**src/rtl/cfgp_defs.svh**
```systemverilog
// Constants of the configuration register host port
`ifndef CFGP_DEFS_SVH
`define CFGP_DEFS_SVH

// ==========================================================
// Bus and register file geometry
`define CFGP_BUS_W      10
`define CFGP_IDX_W      5
`define CFGP_DEPTH      32

// ==========================================================
// Reset and idle values
`define CFGP_CFG_RST    10'h000
`define CFGP_ADDR_RST   5'h00
`define CFGP_BUS_RST    10'h000
// Pattern driven when read strobe is low without select
`define CFGP_JUNK_VAL   10'h2AA

`endif

```
**src/rtl/cfgp_pkg.sv**
```systemverilog
// Types of the configuration register host port
package cfgp_pkg;
  `include "cfgp_defs.svh"

  typedef logic [`CFGP_BUS_W-1:0] cfgp_word_t;
  typedef logic [`CFGP_IDX_W-1:0] cfgp_idx_t;

  typedef enum logic {
    CFGP_SEQ_ADDR,
    CFGP_SEQ_DATA
  } cfgp_seq_t;
endpackage

```
**src/rtl/cfgp_strobe_edge.sv**
```systemverilog
// Falling edge detector for the active low host strobes
`timescale 1ns/10ps
module cfgp_strobe_edge (
  // Clock and reset
  input  wire logic       ref_clk_i,
  input  wire logic       rst_b_i,
  // Strobes, index 0 read, index 1 write
  input  wire logic [1:0] strobe_b_i,
  output logic      [1:0] fall_o
);
  logic [1:0] prev_q;
  logic [1:0] prev_d;

  always_comb begin
    prev_d = strobe_b_i;
  end

  always_ff @(posedge ref_clk_i or negedge rst_b_i) begin
    if (!rst_b_i) begin
      prev_q <= 2'h3;
    end else begin
      prev_q <= prev_d;
    end
  end

  // ==========================================================
  // One pulse per strobe assertion
  genvar g;
  generate
    for (g = 0; g < 2; g++) begin : g_edge
      assign fall_o[g] = prev_q[g] & ~strobe_b_i[g];
    end
  endgenerate
endmodule

```
**src/rtl/cfgp_host_port.sv**
```systemverilog
// Configuration register host port: address/data write sequencer and shared bus driver
`timescale 1ns/10ps
`include "cfgp_defs.svh"
// Operation
// - Register reads and writes are accepted only while the select input is low; the host also strobes with select high.
// - Read strobe low with select and line scan low drives the addressed register onto the shared bus.
// - Every read strobe returns the write sequencer to its address state.
// - Read strobe low while select is high still drives the shared bus, with a meaningless pattern unless pixel data is selected.
// - A write strobe with select low takes the shared bus value into the port logic.
// - The first write of a sequence is the register address, latched for later reads and writes.
// - The second write of a sequence is stored into the register at the latched address.
// - Register writes work whatever the line scan state.
// - During line scan with pixel read low the bus carries pixel data and never register data.
module cfgp_host_port
  import cfgp_pkg::*;
(
  // Clock and reset
  input  wire logic            ref_clk_i,
  input  wire logic            rst_b_i,
  // Host strobes
  input  wire logic            reg_select_b_i,
  input  wire logic            read_strobe_b_i,
  input  wire logic            write_strobe_b_i,
  input  wire logic            pixel_read_b_i,
  // Scan state and pixel source
  input  wire logic            line_scan_active_i,
  input  wire cfgp_pkg::cfgp_word_t pixel_data_i,
  // Shared data bus pin
  input  wire cfgp_pkg::cfgp_word_t shared_data_bus_i,
  output cfgp_pkg::cfgp_word_t shared_data_bus_o,
  output logic                 shared_data_bus_oe_b_o,
  // Write notification to the core
  output logic                 cfg_wr_en_o,
  output cfgp_pkg::cfgp_idx_t  cfg_wr_addr_o,
  output cfgp_pkg::cfgp_word_t cfg_wr_data_o
);
  import cfgp_pkg::*;

  // ==========================================================
  // Strobe edges
  logic [1:0] fall;
  logic       rd_fall;
  logic       wr_fall;

  cfgp_strobe_edge u_edge (
    .ref_clk_i  (ref_clk_i),
    .rst_b_i    (rst_b_i),
    .strobe_b_i ({write_strobe_b_i, read_strobe_b_i}),
    .fall_o     (fall)
  );

  assign rd_fall = fall[0];
  assign wr_fall = fall[1];

  // ==========================================================
  // Sequencer and register file
  cfgp_seq_t  seq_q;
  cfgp_seq_t  seq_d;
  cfgp_idx_t  addr_q;
  cfgp_idx_t  addr_d;
  logic       wen_d;
  logic       wen_q;
  cfgp_idx_t  waddr_q;
  cfgp_word_t wdata_q;
  cfgp_word_t wdata_d;
  cfgp_word_t cfg_mem [`CFGP_DEPTH];
  cfgp_word_t rd_val;

  assign rd_val = cfg_mem[addr_q];

  always_comb begin
    seq_d   = seq_q;
    addr_d  = addr_q;
    wen_d   = 1'b0;
    wdata_d = wdata_q;
    // Writes ignore scan state
    if (wr_fall && !reg_select_b_i) begin
      if (seq_q == CFGP_SEQ_ADDR) begin
        // Upper bus bits fall outside the register file
        addr_d = shared_data_bus_i[`CFGP_IDX_W-1:0];
        seq_d  = CFGP_SEQ_DATA;
      end else begin
        wen_d   = 1'b1;
        wdata_d = shared_data_bus_i;
        seq_d   = CFGP_SEQ_ADDR;
      end
    end
    // A read in the same cycle as a write still returns the sequencer to its address state
    if (rd_fall) begin
      seq_d = CFGP_SEQ_ADDR;
    end
  end

  always_ff @(posedge ref_clk_i or negedge rst_b_i) begin
    if (!rst_b_i) begin
      seq_q   <= CFGP_SEQ_ADDR;
      addr_q  <= `CFGP_ADDR_RST;
      wen_q   <= 1'b0;
      waddr_q <= `CFGP_ADDR_RST;
      wdata_q <= `CFGP_CFG_RST;
    end else begin
      seq_q   <= seq_d;
      addr_q  <= addr_d;
      wen_q   <= wen_d;
      waddr_q <= addr_q;
      wdata_q <= wdata_d;
    end
  end

  always_ff @(posedge ref_clk_i or negedge rst_b_i) begin
    if (!rst_b_i) begin
      for (int i = 0; i < `CFGP_DEPTH; i++) begin
        cfg_mem[i] <= `CFGP_CFG_RST;
      end
    end else if (wen_d) begin
      cfg_mem[addr_q] <= wdata_d;
    end
  end

  assign cfg_wr_en_o   = wen_q;
  assign cfg_wr_addr_o = waddr_q;
  assign cfg_wr_data_o = wdata_q;

  // ==========================================================
  // Shared bus driver
  cfgp_word_t bus_d;
  cfgp_word_t bus_q;
  logic       oe_b_d;
  logic       oe_b_q;
  logic       pix_sel;

  assign pix_sel = line_scan_active_i && !pixel_read_b_i;

  always_comb begin
    bus_d  = bus_q;
    oe_b_d = 1'b1;
    if (pix_sel) begin
      bus_d  = pixel_data_i;
      oe_b_d = 1'b0;
    end else if (!read_strobe_b_i && reg_select_b_i) begin
      // Host fault case; driving keeps contention visible on the pins
      bus_d  = `CFGP_JUNK_VAL;
      oe_b_d = 1'b0;
    end else if (!read_strobe_b_i && !line_scan_active_i) begin
      bus_d  = rd_val;
      oe_b_d = 1'b0;
    end
  end

  always_ff @(posedge ref_clk_i or negedge rst_b_i) begin
    if (!rst_b_i) begin
      bus_q  <= `CFGP_BUS_RST;
      oe_b_q <= 1'b1;
    end else begin
      bus_q  <= bus_d;
      oe_b_q <= oe_b_d;
    end
  end

  assign shared_data_bus_o      = bus_q;
  assign shared_data_bus_oe_b_o = oe_b_q;
endmodule

```
**config.mk**
```make
export PLATFORM = sky130hd
export DESIGN_NAME = cfgp_host_port
export DESIGN_NICKNAME = d
export VERILOG_FILES = /design/src/rtl/cfgp_pkg.sv /design/src/rtl/cfgp_strobe_edge.sv /design/src/rtl/cfgp_host_port.sv
export VERILOG_INCLUDE_DIRS = /design/src /design/src/rtl
export SDC_FILE = /design/constraint.sdc
export NUM_CORES = 1
export LEC_CHECK = 0
export BUFFER_PORTS_ARGS = -buffer_cell sky130_fd_sc_hd__buf_2
export CORE_ASPECT_RATIO = 0.6
export CORE_UTILIZATION = 30
export DETAILED_ROUTE_END_ITERATION = 12
export MAX_ROUTING_LAYER = met4
export PLACE_DENSITY = 0.43
export SLEW_MARGIN = 20
export SYNTH_ARGS = -nofsm -noshare
export SYNTH_HDL_FRONTEND = slang
export SYNTH_SLANG_ARGS = --single-unit
export TNS_END_PERCENT = 50
```
**constraint.sdc**
```tcl
create_clock -name ref_clk_i -period 2.5 [get_ports ref_clk_i]
set_input_delay 0.25 -clock ref_clk_i [delete_from_list [all_inputs] [get_ports ref_clk_i]]
set_output_delay 0.25 -clock ref_clk_i [all_outputs]
set_load 0.02 [all_outputs]
```
After elaboration in Yosys (flattened, before gate mapping)
Index checks and enable logic that the tools add are counted.

cells by class
  magnitude comparators = 2
  multiplexer cells = 19
  bitwise gates (word level) = 6
  reduce and logical (&&, ||, !) cells = 12

operators with widths
  kind                                                                           count
  320-bit bitwise mux                                                            1
  10-bit two-way mux                                                             8
  10-bit binary-select mux with 5-bit select                                     1
  10-bit demux with 5-bit select                                                 1
  1-bit two-way mux                                                              8
  6-bit >= comparator (second input constant)                                    1
  6-bit by 1-bit less-than comparator with 1-bit output (second input constant)  1
  5-bit inverter with 6-bit output                                               1
  1-bit logical AND                                                              5
  1-bit logical NOT                                                              4
  1-bit inverter                                                                 3
  3-bit nonzero test                                                             1
  1-bit bitwise AND                                                              2
  2-bit AND reduction                                                            1
  2-bit nonzero test                                                             1

storage, ports and cells
  bits in registers = 355
  bits of input ports = 27
  output and inout port bits = 27
  logic and storage cells = 79

Longest topological paths before layout
  depth after elaboration = 7
  mapped depth = 9
  depth with buffers taken out = 5

Modules after synthesis
A second synthesis with hierarchy kept.

second synthesis, totals
  cells, all modules = 1,505
  area total of the unflattened synthesis = 15,527.4 um^2

modules (own cells, without submodules)
  module            instances  cells an instance  area an instance (um^2)  seq. area each (um^2)
  cfgp_host_port    1          1,501              15,447.3                 8,834.7
  cfgp_strobe_edge  1          4                  80.1                     52.6

Least setup slack after synthesis
Ideal clock, no wire load.

  path type = flip-flop to flip-flop
  from = register addr_q[0]
  to = register bus_q[8] (netlist: shared_data_bus_o[8])
  library setup time = 0.130 ns
  arrival = 1.782 ns
  data required time = 2.370 ns
  slack = 0.588 ns
  stages on the path, launching flop included = 9
  path buffers = 3
  clock period less this slack = 1.912 ns
  path through = dfrtp_1 > buf_6 > buf_6 > buf_2 > mux2i_1 > o22ai_1 > or4_1 > nor2_1 > o21ai_0

between the ends
  longest elaborated chain between the ends = 7

ends and longest elaborated chain
  what                                                    line                   RTL
  start: declaration                                      cfgp_host_port.sv:59   cfgp_idx_t addr_q;
  start signal: assignment                                cfgp_host_port.sv:97   addr_q <= `CFGP_ADDR_RST;
  start signal: assignment                                cfgp_host_port.sv:103  addr_q <= addr_d;
  5-bit inverter with 6-bit output (implied by the code)  cfgp_host_port.sv:69   assign rd_val = cfg_mem[addr_q];
  10-bit binary-select mux with 5-bit select              cfgp_host_port.sv:69
  10-bit two-way mux (implied by the code) (2 in series)  cfgp_host_port.sv:69
  10-bit two-way mux                                      cfgp_host_port.sv:144  end else if (!read_strobe_b_i && !line_scan_active_i) begin
  10-bit two-way mux                                      cfgp_host_port.sv:140  end else if (!read_strobe_b_i && reg_select_b_i) begin
  10-bit two-way mux                                      cfgp_host_port.sv:137  if (pix_sel) begin
  end signal: assignment                                  cfgp_host_port.sv:152  bus_q <= `CFGP_BUS_RST;
  end signal: assignment                                  cfgp_host_port.sv:155  bus_q <= bus_d;
  end: declaration                                        cfgp_host_port.sv:127  cfgp_word_t bus_q;

Every way passes these cells. The select of a mux whose other input is x is not followed.
A chain may end at the register's enable or synchronous reset.

Worst setup path in the final report
  from = register addr_q[0]
  to = register bus_q[6] (netlist: shared_data_bus_o[6])

Same word-level chain as after synthesis.

==> impl_metrics.tcl <==
set metrics [dict create \
    synth_xor_area_share_pct 0.0561 \
    cp-start-kind "flip-flop" \
    worst_pin_slew_ns 0.764 \
    layout-drive-gt1-share_pct 19.0 \
    fin_nets 1612 \
    worst_slack_ns -0.0523 \
    yosysSeqAreaShare_pct 57.0 \
    finalWirelength_um 51700 \
    antenna_found_initial 2 \
    async_reset_ff_share_pct 100 \
    fmax_mhz 392 \
    finClkSkew_ns 0.0212 \
    grt_pass1_wl_um 76800 \
    status "complete, but fails checks" \
    cts.path.max_buffers 3 \
    cts-root-buf "clkbuf_16" \
    synth_top_family_by_area "compound AO/OA/AOI/OAI gates" \
    hold_violations 0 \
    ys.warnings.count 0 \
    die_w_um 296 \
    finalCriticalPeriod_ns 2.55 \
    grt_pass1_vias 10974 \
    crit_chain "buf_16 -> buf_6 -> mux2i_2 -> o22ai_1 -> or4_1 -> nor2_1 -> o21ai_1" \
    final_cell_area_um2 18900 \
    wl_per_cell_um 22.4 \
    hold_start "shared_data_bus_i[4]" \
    io_buffers 53 \
    overflow 0 \
    worstSetupPathType "reg -> reg" \
    syn_area_um2 15600 \
    cpMaxStageDelayCell "or4_1" \
    gp_congestion 0.889 \
    hold_ws_ns 0.0350 \
    required_ns 2.92 \
    arrival_ns 2.97 \
    syn_avg_cell_area_um2 10.4 \
    synth_enable_flop_cells 0 \
    core-area_um2 51200 \
    ir_drop_mv 0.437 \
    finalSetupViolCount 2 \
    cts_buffers 37 \
    area_growth_syn_to_layout_pct 20.9 \
    rsz0062_at_grt "true" \
    power_leakage_uw 0.00856 \
    dieArea_um2 52900 \
    r2r_cells 7 \
    slowest_delay_ns 0.53 \
    viasPerCell 4.91 \
    power_uw 16900 \
    hpwl_um 35900 \
    r2r-start "addr_q[0]" \
    nFillCells 5064 \
    setup_tns_ns -0.0545 \
    grt_usage_pct 20.6 \
    drc 0 \
    muxShareOfSynthArea_pct 11.9 \
    clk_latency_ns 0.55 \
    num_vias 11336 \
    r2r-end "shared_data_bus_o[6]" \
    violations "setup timing" \
    hold_class "in -> reg" \
    placed_cell_area_um2 17400 \
    drtPass1Iterations 5 \
    htreeDepth 2 \
    grt_max_degree 69 \
    r2r_slack_ns -0.05 \
    crit_path_end_kind "flip-flop" \
    slew_headroom_pct 49.1 \
    hold_end "addr_q[4]" \
    synth_ff_type "dfrtp_1" \
    rows 64 \
    ys_ff_latch 355 \
    fin_util_pct 36.9 \
    io_pins 54 \
    period_share_pct 102 \
    cts.sinks 355 \
    slew_violations 0 \
    cellPowerDensity_nw_per_um2 894 \
    drtAntennaViolNets 0 \
    yosys.area_share.adder_pct 0 \
    drv_cap 0 \
    clk_pin_slew_ns 0.07 \
    fp.dieH_um 179 \
    syn_nets 1523 \
    yosys.area_share.simple_pct 12.2 \
    whs_path_depth 2 \
    synth.distinct_cells 53 \
    synthCells 1496 \
    synth_compound_area_share_pct 14.1 \
    first_iter_violations 915 \
    crit_fanout 38 \
    startpoint "addr_q[0]" \
    initial_core_util_pct 30.5 \
    cts_tree "yes" \
]
-- sequential cells by signal, summed over array words and instances (netlist names) --
name	count
shared_data_bus_o	10
cfg_wr_data_o	10
cfg_wr_addr_o	5
shared_data_bus_oe_b_o	1
cfg_wr_en_o	1
addr_q	5
seq_q	1
u_edge.prev_q	2
cfg_mem	320
-- final cells by class --
type | count | area [µm²] | area share, %
Clock inverter | 14 | 155 | 0.822
Tap cell | 693 | 867 | 4.60
Multi-Input combinational cell | 995 | 6150 | 32.6
Timing Repair Buffer | 183 | 1640 | 8.68
Inverter | 13 | 48.8 | 0.259
Antenna cell | 1 | 2.50 | 0.0133
Clock buffer | 54 | 1110 | 5.89
Sequential cell | 355 | 8890 | 47.1
-- cells in the mapped netlist, types with 4 or more instances --
cell type,number,area [µm²]
dfrtp_1,352,8810
nor2_1,176,661
nand2_1,175,657
a21oi_1,164,821
o21ai_0,150,751
mux2i_1,130,1300
clkbuf_1,62,233
o22ai_1,54,338
buf_2,48,240
o21ai_1,25,125
mux4_2,21,473
buf_4,14,105
or4_1,14,105
inv_1,13,48.8
nor2b_1,11,68.8
mux2_2,8,90.1
buf_6,7,78.8
and2_1,6,37.5
a22oi_1,5,37.5
nand3_1,5,25.0
a22o_1,4,35.0
or4bb_1,4,45.0
-- placed cells by master (no fill, tap or decap), drive strengths merged, types with 2 or more instances in the layout --
cell type,netlist,routed
mux2i,130,130
nand3b,3,3
or4bb,4,4
nand2,175,175
inv,13,14
buf,71,173
or4b,4,4
clkinv,0,9
or4,15,15
nor4,2,2
nor3b,2,2
a211o,2,2
a22o,4,4
o22ai,54,54
a21oi,164,164
bufinv,0,3
mux2,8,8
clkbuf,62,54
dlygate4sd3,0,10
dfstp,3,3
and2,6,6
a22oi,5,5
o221a,3,3
dfrtp,352,352
nor2,176,176
nand3,5,5
o21ai,175,175
nor2b,11,11
nor3,4,4
nand2b,2,2
and3,3,3
mux4,21,21
nand4bb,2,2
nand4b,4,4
-- timing repair --
item / 4_1_cts / 5_1_grt
endpoints found under the hold margin: 53 / 0
hold buffers: 10 / 0
setup buffers: 0 / 0
cloned: 0 / 0
gates resized for setup: 7 / 8
endpoints found under the setup margin: 4 / 11
-- stage by stage --
stage          setup slack, ns  cells
2_1_floorplan            0.588   1496
3_3_place_gp            -0.174   2229
3_5_place_dp            -0.194   2229
4_1_cts                 0.0276   2307
5_1_grt                -0.0596   2308
6_report               -0.0523   2308
-- worst max-delay path by stage --
stage / depth (start not counted) / slack [ns] / end
after global placement: 7 / -0.17 / shared_data_bus_o[2]
after floorplan: 8 / 0.59 / shared_data_bus_o[8]
final: 7 / -0.05 / shared_data_bus_o[6]
after global routing: 7 / -0.06 / shared_data_bus_o[6]
after detailed placement: 7 / -0.19 / shared_data_bus_o[2]
after CTS: 7 / 0.03 / shared_data_bus_o[4]
-- cells by family (layout without fill, tap and decap cells) --
logic type	after synthesis	after routing
xor+xnor	1	1
other cells	0	1
buf+inv	146	264
simple gates	423	423
mux	159	159
flops	355	355
compound gates	412	412
-- per-layer routing --
metal | vias to the layer above | track usage (%) | routed length [µm]
met5 | - | - | 0
met4 | 0 | 3.57 | 682
met3 | 60 | 4.82 | 3260
met2 | 281 | 26.5 | 20100
met1 | 5608 | 32.2 | 27600
li1 | 5387 | - | -
-- power by group --
part           internal (µW)  switching [µW]  total, µW
registers               6320             430       6750
clock network           3410            2420       5830
logic                   1570            2710       4290
-- worst max-delay path, delay by kind of cell (launching register included) --
family	cells	cell delay, ns
flops	1	0.47
mux	1	0.39
simple gates	2	0.80
compound gates	2	0.22
buf+inv	2	0.53
Note: power is estimated with default switching activity, not from simulation.
